--- src/pfcs_pkg.sv ---
// pfcs_pkg: constants shared by the pfc pwm and conversion-trigger scheduler.
// assumes a single clock domain; all timing values are counts of that clock.
package pfcs_pkg;

  localparam int CNT_W = 8;
  localparam int ADC_W = 12;
  localparam int Q_W = 32;
  localparam int Q_FRAC = 24;
  localparam int UNITS = 4;

  // up-down period register; one pwm cycle is twice this
  localparam logic [CNT_W-1:0] PERIOD = 8'h96;
  localparam int CYCLE_CLOCKS = 2 * 150;

  // samples averaged per current-loop value, and the matching shift
  localparam logic [2:0] AVG_LAST = 3'h7;
  localparam int AVG_SHIFT = 3;
  localparam int ACC_W = ADC_W + AVG_SHIFT;

  // unit indices
  localparam int U_ONE = 0;
  localparam int U_TWO = 1;
  localparam int U_THREE = 2;
  localparam int U_FOUR = 3;

  // start-of-conversion trigger bit positions
  localparam int SOC_ONE_ZERO = 0;
  localparam int SOC_ONE_PERIOD = 1;
  localparam int SOC_TWO_UP = 2;
  localparam int SOC_TWO_DOWN = 3;
  localparam int SOC_THREE_ZERO = 4;
  localparam int SOC_THREE_SECOND = 5;
  localparam int SOC_FOUR_FIRST = 6;
  localparam int SOC_FOUR_SECOND = 7;
  localparam int SOC_N = 8;

  // reset values of compare registers (shadow and active alike)
  localparam logic [UNITS-1:0][CNT_W-1:0] CMP_FIRST_RST = {8'h28, 8'h14, 8'h28, 8'h00};
  localparam logic [UNITS-1:0][CNT_W-1:0] CMP_SECOND_RST = {8'h3c, 8'h1e, 8'h50, 8'h96};

  // reset phase of each counter: unit two starts at the peak, 180 deg away
  localparam logic [UNITS-1:0][CNT_W-1:0] CNT_RST = {8'h00, 8'h00, 8'h96, 8'h00};
  localparam logic [UNITS-1:0] UP_RST = 4'b1101;

  typedef enum logic [1:0] {
    PFCS_SEL_FIRST = 2'b01,
    PFCS_SEL_SECOND = 2'b10
  } pfcs_cmp_sel_t;

endpackage

--- src/pfcs_scheduler.sv ---
// pfcs_scheduler: four up-down time bases, two-phase pwm, conversion triggers,
// current averaging, line rectification and a latched bus overvoltage trip.
// assumes conversion results arrive synchronous to i_clk with a valid pulse.
module pfcs_scheduler (
  input wire logic i_clk,
  input wire logic i_rst_n,
  input wire logic i_ce,
  input wire logic i_cmp_wr,
  input wire logic [1:0] i_cmp_unit,
  input wire pfcs_pkg::pfcs_cmp_sel_t i_cmp_sel,
  input wire logic [pfcs_pkg::CNT_W-1:0] i_cmp_value,
  input wire logic i_cur_valid,
  input wire logic [pfcs_pkg::ADC_W-1:0] i_cur_data,
  input wire logic i_line_valid,
  input wire logic [pfcs_pkg::ADC_W-1:0] i_line_data,
  input wire logic [pfcs_pkg::ADC_W-1:0] i_neutral_data,
  input wire logic i_bus_valid,
  input wire logic [pfcs_pkg::ADC_W-1:0] i_bus_data,
  input wire logic [pfcs_pkg::ADC_W-1:0] i_ovp_threshold,
  output logic o_pwm_a,
  output logic o_pwm_b,
  output logic [pfcs_pkg::SOC_N-1:0] o_soc,
  output logic o_soc_dummy,
  output logic o_ctrl_irq,
  output logic o_cur_loop_tick,
  output logic o_volt_loop_tick,
  output logic [pfcs_pkg::Q_W-1:0] o_cur_avg,
  output logic o_cur_avg_valid,
  output logic [pfcs_pkg::Q_W-1:0] o_vrect,
  output logic o_line_positive,
  output logic [pfcs_pkg::Q_W-1:0] o_bus_q24,
  output logic o_tripped
);

  typedef struct packed {
    logic [pfcs_pkg::UNITS-1:0][pfcs_pkg::CNT_W-1:0] cnt;
    logic [pfcs_pkg::UNITS-1:0] up;
    logic [pfcs_pkg::UNITS-1:0][pfcs_pkg::CNT_W-1:0] sh_a;
    logic [pfcs_pkg::UNITS-1:0][pfcs_pkg::CNT_W-1:0] sh_b;
    logic [pfcs_pkg::UNITS-1:0][pfcs_pkg::CNT_W-1:0] act_a;
    logic [pfcs_pkg::UNITS-1:0][pfcs_pkg::CNT_W-1:0] act_b;
    logic irq_phase;
    logic volt_phase;
    logic [2:0] n_samp;
    logic [pfcs_pkg::ACC_W-1:0] acc;
    logic trip;
    logic pwm_a;
    logic pwm_b;
    logic [pfcs_pkg::SOC_N-1:0] soc;
    logic soc_dummy;
    logic irq;
    logic vtick;
    logic [pfcs_pkg::Q_W-1:0] cur_avg;
    logic cur_avg_valid;
    logic [pfcs_pkg::Q_W-1:0] vrect;
    logic line_pos;
    logic [pfcs_pkg::Q_W-1:0] bus_q;
  } pfcs_state_t;

  localparam pfcs_state_t ST_RST = '{
    cnt: pfcs_pkg::CNT_RST,
    up: pfcs_pkg::UP_RST,
    sh_a: pfcs_pkg::CMP_FIRST_RST,
    sh_b: pfcs_pkg::CMP_SECOND_RST,
    act_a: pfcs_pkg::CMP_FIRST_RST,
    act_b: pfcs_pkg::CMP_SECOND_RST,
    irq_phase: 1'b0,
    volt_phase: 1'b0,
    n_samp: 3'h0,
    acc: '0,
    trip: 1'b0,
    pwm_a: 1'b0,
    pwm_b: 1'b0,
    soc: '0,
    soc_dummy: 1'b0,
    irq: 1'b0,
    vtick: 1'b0,
    cur_avg: '0,
    cur_avg_valid: 1'b0,
    vrect: '0,
    line_pos: 1'b0,
    bus_q: '0
  };

  // result rescale: full scale maps to just under 1.0, sign bit stays clear
  function automatic logic [pfcs_pkg::Q_W-1:0] to_q24(input logic [pfcs_pkg::ADC_W-1:0] v);
    to_q24 = {{(pfcs_pkg::Q_W - pfcs_pkg::Q_FRAC){1'b0}}, v, {(pfcs_pkg::Q_FRAC - pfcs_pkg::ADC_W){1'b0}}};
  endfunction

  pfcs_state_t q_ff;
  pfcs_state_t nxt_q;

  logic [pfcs_pkg::UNITS-1:0] at_zero;
  logic [pfcs_pkg::UNITS-1:0] match_a_up;
  logic [pfcs_pkg::UNITS-1:0] match_b_up;
  logic two_a_down;
  logic switch_on;
  logic [pfcs_pkg::ACC_W-1:0] sum;
  logic [pfcs_pkg::ADC_W-1:0] diff;

  always_comb begin
    nxt_q = q_ff;
    // event decode from the current counter state
    for (int u = 0; u < pfcs_pkg::UNITS; u++) begin
      at_zero[u] = (q_ff.cnt[u] == '0);
      match_a_up[u] = (q_ff.cnt[u] == q_ff.act_a[u]) && q_ff.up[u];
      match_b_up[u] = (q_ff.cnt[u] == q_ff.act_b[u]) && q_ff.up[u];
    end
    two_a_down = (q_ff.cnt[pfcs_pkg::U_TWO] == q_ff.act_a[pfcs_pkg::U_TWO]) && !q_ff.up[pfcs_pkg::U_TWO];
    // channel a centred on unit one zero, channel b on its peak: 180 deg apart
    switch_on = q_ff.pwm_a || q_ff.pwm_b;

    // four independent up-down time bases
    for (int u = 0; u < pfcs_pkg::UNITS; u++) begin
      if (q_ff.up[u]) begin
        nxt_q.cnt[u] = q_ff.cnt[u] + 8'h01;
        if (q_ff.cnt[u] + 8'h01 == pfcs_pkg::PERIOD) begin
          nxt_q.up[u] = 1'b0;
        end
      end else begin
        nxt_q.cnt[u] = q_ff.cnt[u] - 8'h01;
        if (q_ff.cnt[u] == 8'h01) begin
          nxt_q.up[u] = 1'b1;
        end
      end
    end

    // shadow writes; a write in the load cycle lands in shadow only
    if (i_cmp_wr) begin
      if (i_cmp_sel == pfcs_pkg::PFCS_SEL_FIRST) begin
        nxt_q.sh_a[i_cmp_unit] = i_cmp_value;
      end else if (i_cmp_sel == pfcs_pkg::PFCS_SEL_SECOND) begin
        nxt_q.sh_b[i_cmp_unit] = i_cmp_value;
      end
    end
    if (at_zero[pfcs_pkg::U_ONE]) begin
      nxt_q.act_a = q_ff.sh_a;
      nxt_q.act_b = q_ff.sh_b;
    end

    // conversion triggers, all from the four time bases
    nxt_q.soc[pfcs_pkg::SOC_ONE_ZERO] = at_zero[pfcs_pkg::U_ONE];
    nxt_q.soc[pfcs_pkg::SOC_ONE_PERIOD] = (q_ff.cnt[pfcs_pkg::U_ONE] == pfcs_pkg::PERIOD);
    nxt_q.soc[pfcs_pkg::SOC_TWO_UP] = match_a_up[pfcs_pkg::U_TWO];
    nxt_q.soc[pfcs_pkg::SOC_TWO_DOWN] = two_a_down;
    nxt_q.soc[pfcs_pkg::SOC_THREE_ZERO] = at_zero[pfcs_pkg::U_THREE];
    // the voltage conversions are held off while both switches are off
    nxt_q.soc[pfcs_pkg::SOC_THREE_SECOND] = match_b_up[pfcs_pkg::U_THREE] && switch_on;
    nxt_q.soc[pfcs_pkg::SOC_FOUR_FIRST] = match_a_up[pfcs_pkg::U_FOUR] && switch_on;
    nxt_q.soc[pfcs_pkg::SOC_FOUR_SECOND] = match_b_up[pfcs_pkg::U_FOUR] && switch_on;
    nxt_q.soc_dummy = at_zero[pfcs_pkg::U_THREE];

    // interrupt on every other match halves the pwm rate
    nxt_q.irq = 1'b0;
    nxt_q.vtick = 1'b0;
    if (match_b_up[pfcs_pkg::U_TWO]) begin
      nxt_q.irq_phase = !q_ff.irq_phase;
      if (q_ff.irq_phase) begin
        nxt_q.irq = 1'b1;
        nxt_q.volt_phase = !q_ff.volt_phase;
        nxt_q.vtick = q_ff.volt_phase;
      end
    end

    // current oversampling average
    sum = q_ff.acc + {{pfcs_pkg::AVG_SHIFT{1'b0}}, i_cur_data};
    nxt_q.cur_avg_valid = 1'b0;
    if (i_cur_valid) begin
      nxt_q.n_samp = q_ff.n_samp + 3'h1;
      if (q_ff.n_samp == pfcs_pkg::AVG_LAST) begin
        nxt_q.cur_avg = to_q24(sum[pfcs_pkg::ACC_W-1:pfcs_pkg::AVG_SHIFT]);
        nxt_q.cur_avg_valid = 1'b1;
        nxt_q.acc = '0;
      end else begin
        nxt_q.acc = sum;
      end
    end

    // line polarity and rectification
    if (i_line_data >= i_neutral_data) begin
      diff = i_line_data - i_neutral_data;
    end else begin
      diff = i_neutral_data - i_line_data;
    end
    if (i_line_valid) begin
      nxt_q.line_pos = (i_line_data >= i_neutral_data);
      nxt_q.vrect = to_q24(diff);
    end

    // overvoltage compare in the q24 domain; latch has no clear but reset
    if (i_bus_valid) begin
      nxt_q.bus_q = to_q24(i_bus_data);
      if (to_q24(i_bus_data) > to_q24(i_ovp_threshold)) begin
        nxt_q.trip = 1'b1;
      end
    end

    // outputs follow the counter that is about to be shown, trip wins
    nxt_q.pwm_a = (nxt_q.cnt[pfcs_pkg::U_ONE] < nxt_q.act_a[pfcs_pkg::U_ONE]) && !nxt_q.trip;
    nxt_q.pwm_b = (nxt_q.cnt[pfcs_pkg::U_ONE] > pfcs_pkg::PERIOD - nxt_q.act_b[pfcs_pkg::U_ONE])
                  && !nxt_q.trip;
  end

  always_ff @(posedge i_clk) begin
    if (!i_rst_n) begin
      q_ff <= ST_RST;
    end else if (i_ce) begin
      q_ff <= nxt_q;
    end
  end

  assign o_pwm_a = q_ff.pwm_a;
  assign o_pwm_b = q_ff.pwm_b;
  assign o_soc = q_ff.soc;
  assign o_soc_dummy = q_ff.soc_dummy;
  assign o_ctrl_irq = q_ff.irq;
  assign o_cur_loop_tick = q_ff.irq;
  assign o_volt_loop_tick = q_ff.vtick;
  assign o_cur_avg = q_ff.cur_avg;
  assign o_cur_avg_valid = q_ff.cur_avg_valid;
  assign o_vrect = q_ff.vrect;
  assign o_line_positive = q_ff.line_pos;
  assign o_bus_q24 = q_ff.bus_q;
  assign o_tripped = q_ff.trip;
endmodule

--- config.mk ---
export PLATFORM = sky130hd
export DESIGN_NAME = pfcs_scheduler
export DESIGN_NICKNAME = d
export VERILOG_FILES = /design/src/pfcs_pkg.sv /design/src/pfcs_scheduler.sv
export SDC_FILE = /design/constraint.sdc
export NUM_CORES = 1
export LEC_CHECK = 0
export BUFFER_PORTS_ARGS = -buffer_cell sky130_fd_sc_hd__buf_2
export CORE_ASPECT_RATIO = 0.75
export CORE_MARGIN = 2
export CORE_UTILIZATION = 30
export CTS_CLUSTER_DIAMETER = 200
export DETAILED_ROUTE_END_ITERATION = 8
export GPL_ROUTABILITY_DRIVEN = 0
export HOLD_SLACK_MARGIN = 0.03
export MAX_ROUTING_LAYER = met4
export SETUP_SLACK_MARGIN = 0.05
export SKIP_LAST_GASP = 1
export SYNTH_ARGS = -nofsm -noshare
export SYNTH_HDL_FRONTEND = slang
export SYNTH_SLANG_ARGS = --single-unit
--- constraint.sdc ---
create_clock -name i_clk -period 3.1 [get_ports i_clk]
set_input_delay 0.31 -clock i_clk [delete_from_list [all_inputs] [get_ports i_clk]]
set_output_delay 0.31 -clock i_clk [all_outputs]
set_load 0.1 [all_outputs]
==> results.md <==
- The run finished with clean final reports.
- The time the worst path needs with I/O delays and setup is approximately 2900 ps.
- At the end of the flow, the number of nets in the layout was 1,806.
- The worst setup path is captured at a flop.
- The share of synthesized flip-flops with an asynchronous set or reset is 0%.
- The number of max-slew violations in the final report came to 0.
- Clock latency on the worst-skew pair, taken at its later pin, is 540 ps.
- The largest vdd supply drop is approximately 0.00035 V.
- In this run the power spent charging and discharging nets is 2.41 mW.
- The cell area reported after detailed placement is roughly 14,000 um^2.
- The share of total power dissipated in the clock network is about two fifths.
- Global routing used roughly 14% of the available tracks.
- The via count of the first global-routing pass was about 9,700.
- The number of clock buffers added by TritonCTS is 24.
- For this run, the detailed router's first-pass iteration total came to 5.
- Once layout is complete, the utilization of the core stands at 34.2%.
- In this run the worst setup path begins at q_ff[265].
- The share of power burned in registers is about two fifths.
- After detailed placement, the design holds a cell count of between 2,000 and 2,500.
- The critical path arrival is 3300 ps.
- The initial antenna violation count is 1.
- Combinational logic is responsible for 19.9% of the overall power.
- The number of max-cap violations is 0.
- The start-to-end type of the worst setup path is reg2reg.
- The path class of the lowest-slack min-delay path is in2reg.
- For the pin with the worst max-slew slack, the measured transition is roughly 740 ps.
- The cell area after technology mapping is 13,000 um^2.
- The floorplan step defined a core boundary enclosing roughly 43,000 um^2.
- The worst endpoint required time is approximately 3500 ps.
- The worst slew slack as a fraction of its limit is ~51%.
- The initial utilization of the core area, before any placement, comes to ~30%.
- The maximum achievable frequency is 348 MHz.
- The maximum clock skew at final layout is 20.8 ps.
- After synthesis, the largest family of logic cells by area is simple AND/OR/NAND/NOR gates.
- The share of the synthesized area in compound gates (AO/OA/AOI/OAI) is a little over an eighth.
- The initial DRC count is 560.
- After detailed routing, the average wire length per cell comes to around 14 um.
- In this design, the stage delay of the slowest critical-path cell is 400 ps.
- The number of setup violations in the final report is 0.
- The clock net in this run drives a total of around 220 sinks.
- The final period utilization is between 90% and 100%.
- The floorplan row count is 66.
- After clock tree synthesis, the clock-pin slew on the worst setup and hold paths is ~60 ps.
- The setup fix buffers added after clock tree synthesis is 0.
- Along the worst path, the maximum fanout reaches 6.
- The number of cells produced by synthesis is ~1,600.
- The y dimension of the die is 185 um.
- The share of layout cells above drive strength 1 is between 10% and 20%.
- The global-route wire length before repair is approximately 50 mm.
- The overall via count from detail_route is between 10,000 and 15,000.
- Adding up every negative setup slack in the final design gives 0 ps.
- The overall die width is between 200 and 250 um.
- In this run switching power makes up between 30 and 40% of total power.
- Compared with the post-synthesis result, the final layout area differs by 12.9%.
- The average cell area after synthesis is 8.19 um^2.
- For this run, the number of standard cells in the final layout without fillers is 2,240.
- The signal on the critical path passes through inv_1 -> ha_1 -> nand3_2 -> mux2_2 -> and3_1 -> nor3_1 -> a21oi_1 -> ha_1 -> a21o_1 -> a21o_1 -> a21oi_1 -> o21ai_0 -> o2111a_1 -> a32o_1.
- The clock tree from TritonCTS is done.
- The cell leakage power is ~6.2 nW.
- After legalization and detailed placement, the total HPWL measured 22.4 mm.
- The synthesized flop and latch total is roughly 220.
- The number of warning messages in the yosys log is 0.
- The commonest non-fill, non-tap cell in the layout is sky130_fd_sc_hd__nand2_1.
- The synthesized-area fraction occupied by adder cells is around 8%.
- Setup repair after global routing left no endpoint under its margin.
- The mux contribution to synthesized area is 5.78%.
- The number of placed I/O pins is between 150 and 200.
- Entering global routing, the biggest net connects about 190 pins.
- The number of distinct library cell variants in the gate-level netlist after synthesis is 73.
- The die covers about 45,000 um^2.
- The launch point of the worst reg-to-reg path is q_ff[265].
- The primary flip-flop cell chosen by synthesis mapping is sky130_fd_sc_hd__dfxtp_1.
- The sum of routed wire length over all layers is 31.5 mm.
- On the final layout, the worst hold slack is approximately 63 ps.
- The count of unresolved DRC violations after routing is 0.
- Of the total synthesized cell area, the portion taken by XOR and XNOR cells is 7.59%.
- With fillers left out, the area of the finished cells amounts to approximately 15,000 um^2.
- The part of the Yosys area used for sequential elements is roughly 34%.
- The internal power is 5.43 mW.
- The count of buffers added on input and output ports is 131.
- In the layout the commonest cells are sky130_fd_sc_hd__nand2_1, sky130_fd_sc_hd__dfxtp_1, sky130_fd_sc_hd__buf_2.
- After filler insertion, the fill cell instance count of the layout stands at 4,473.
- The buffer cell driving the clock tree root is sky130_fd_sc_hd__clkbuf_16.
- The highest-delay cell along the critical path is sky130_fd_sc_hd__dfxtp_1.
- CTS built an H-tree with a depth of 1.
- The hold violation count in the final report is 0.
- After detailed routing, the number of vias per cell comes to roughly 4.7.
- The launch point of the worst hold path is i_bus_data[10].
- After Yosys synthesis, and, or, nand and nor cells account for about a fifth of the synthesized area.
- The number of enable flip-flop cells after synthesis is 0.
- The total overflow left after global routing is 0.
- The startpoint type of the worst setup path is a flop.
- In this run the remaining antenna-violating nets after routing total 0.
- The power per cell area is 532 nW/um^2.
- The buffer levels on the longest clock path is 3.
==> synthesized netlist by cell type (3+ instances only) <==
| master | count | area (um^2) |
|---|---|---|
| sky130_fd_sc_hd__dfxtp_1 | 219 | 4380 |
| sky130_fd_sc_hd__mux2_2 | 3 | 33.8 |
| sky130_fd_sc_hd__nand2_1 | 263 | 987 |
| sky130_fd_sc_hd__a32oi_1 | 3 | 26.3 |
| sky130_fd_sc_hd__nor2_1 | 53 | 199 |
| sky130_fd_sc_hd__a211oi_1 | 5 | 37.5 |
| sky130_fd_sc_hd__a21o_1 | 16 | 120 |
| sky130_fd_sc_hd__xor2_1 | 38 | 333 |
| sky130_fd_sc_hd__o211a_1 | 3 | 30.0 |
| sky130_fd_sc_hd__a21boi_0 | 33 | 248 |
| sky130_fd_sc_hd__o21ai_0 | 44 | 220 |
| sky130_fd_sc_hd__o21ai_1 | 10 | 50.1 |
| sky130_fd_sc_hd__nor3b_1 | 6 | 45.0 |
| sky130_fd_sc_hd__o211ai_1 | 5 | 37.5 |
| sky130_fd_sc_hd__and2_1 | 31 | 194 |
| sky130_fd_sc_hd__a31oi_1 | 8 | 50.1 |
| sky130_fd_sc_hd__a21oi_1 | 95 | 475 |
| sky130_fd_sc_hd__nand4b_1 | 3 | 26.3 |
| sky130_fd_sc_hd__o22ai_1 | 4 | 25.0 |
| sky130_fd_sc_hd__ha_1 | 80 | 1000 |
| sky130_fd_sc_hd__buf_1 | 3 | 11.3 |
| sky130_fd_sc_hd__nand4_1 | 25 | 156 |
| sky130_fd_sc_hd__or4_1 | 6 | 45.0 |
| sky130_fd_sc_hd__or3_1 | 11 | 68.8 |
| sky130_fd_sc_hd__nor4_1 | 8 | 50.1 |
| sky130_fd_sc_hd__nand2b_1 | 11 | 68.8 |
| sky130_fd_sc_hd__fa_1 | 3 | 60.1 |
| sky130_fd_sc_hd__and3_1 | 8 | 50.1 |
| sky130_fd_sc_hd__nor2b_1 | 61 | 382 |
| sky130_fd_sc_hd__nor2_2 | 3 | 18.8 |
| sky130_fd_sc_hd__mux2i_1 | 72 | 721 |
| sky130_fd_sc_hd__a22oi_1 | 9 | 67.6 |
| sky130_fd_sc_hd__buf_4 | 105 | 788 |
| sky130_fd_sc_hd__inv_1 | 54 | 203 |
| sky130_fd_sc_hd__o31ai_1 | 5 | 37.5 |
| sky130_fd_sc_hd__nand3b_1 | 5 | 37.5 |
| sky130_fd_sc_hd__buf_2 | 14 | 70.1 |
| sky130_fd_sc_hd__nor3_1 | 22 | 110 |
| sky130_fd_sc_hd__nand3_1 | 52 | 260 |
| sky130_fd_sc_hd__xnor2_1 | 75 | 657 |
| sky130_fd_sc_hd__clkbuf_1 | 77 | 289 |
==> cell type report <==
cell class / instances / area (um^2) / area share [%]
Timing Repair Buffer: 167 / 980 / 6.65
Tap cell: 578 / 723 / 4.91
Clock buffer: 33 / 706 / 4.79
Multi-Input combinational cell: 1177 / 7520 / 51.0
Sequential cell: 219 / 4380 / 29.8
Inverter: 55 / 206 / 1.40
Antenna cell: 1 / 2.50 / 0.0170
Clock inverter: 10 / 206 / 1.40
==> sequential cells by signal (all words and copies together), names as in the netlist, 8 cells and up <==
signal,count
q_ff,168
o_bus_q24,12
o_cur_avg,12
o_vrect,12
o_soc,8
==> worst max-delay path, delay by kind of cell, from the launching register on <==
kind	cells	cell delay [ps]
AOI/OAI and AO/OA	7	960
adders and majority gates	2	510
buffers and inverters	1	100
DFF	1	400
muxes	1	380
and+or+nand+nor	3	410
==> cell families (layout without fill, tap and decap cells) <==
| family | after synthesis | in the layout |
|---|---|---|
| buffers and inverters | 255 | 265 |
| and+or+nand+nor | 577 | 577 |
| adders and majority gates | 83 | 83 |
| DFF | 219 | 219 |
| xor gates and xnor gates | 113 | 113 |
| muxes | 75 | 75 |
| other | 1 | 61 |
| AOI/OAI and AO/OA | 269 | 269 |
==> path summary, 6_finish.rpt <==
check / end / slack, ps / cells after the start
min: o_bus_q24[22] / 60 / 3
min reg2reg: o_cur_avg[19] / 450 / 2
max: o_pwm_b / 230 / 14
max reg2reg: o_pwm_b / 230 / 14
==> repair_timing <==
action | CTS | global route
hold endpoints to repair | 9 | 0
gates resized for setup | 0 | 1
hold buffers | 9 | 0
setup endpoints to repair | 0 | 1
==> per-stage QoR <==
step | worst slack [ps] | total power [mW]
floorplan | 119 | 4.36
finish | 226 | 7.83
CTS | 230 | 7.95
global placement | 227 | 4.57
global route | 64.6 | 8.19
detailed placement | 248 | 4.59
==> power by group through the flow <==
stage / Clock [mW] / Combinational [mW] / Sequential (mW)
floorplan: 0 / 1.31 / 3.05
global placement: 0 / 1.53 / 3.04
detailed placement: 0 / 1.55 / 3.05
CTS: 3.40 / 1.56 / 2.98
global route: 3.51 / 1.69 / 3.00
finish: 3.29 / 1.56 / 2.99
==> routing by layer <==
| layer | vias up | GRT usage [%] | part of all wire, % |
|---|---|---|---|
| met5 | - | - | 0 |
| met4 | 0 | 3.44 | 1.9 |
| met3 | 36 | 2.30 | 4.1 |
| met2 | 173 | 21.8 | 44 |
| met1 | 4963 | 19.1 | 50 |
| li1 | 5319 | - | - |
Power figures use the tool's default switching activity.
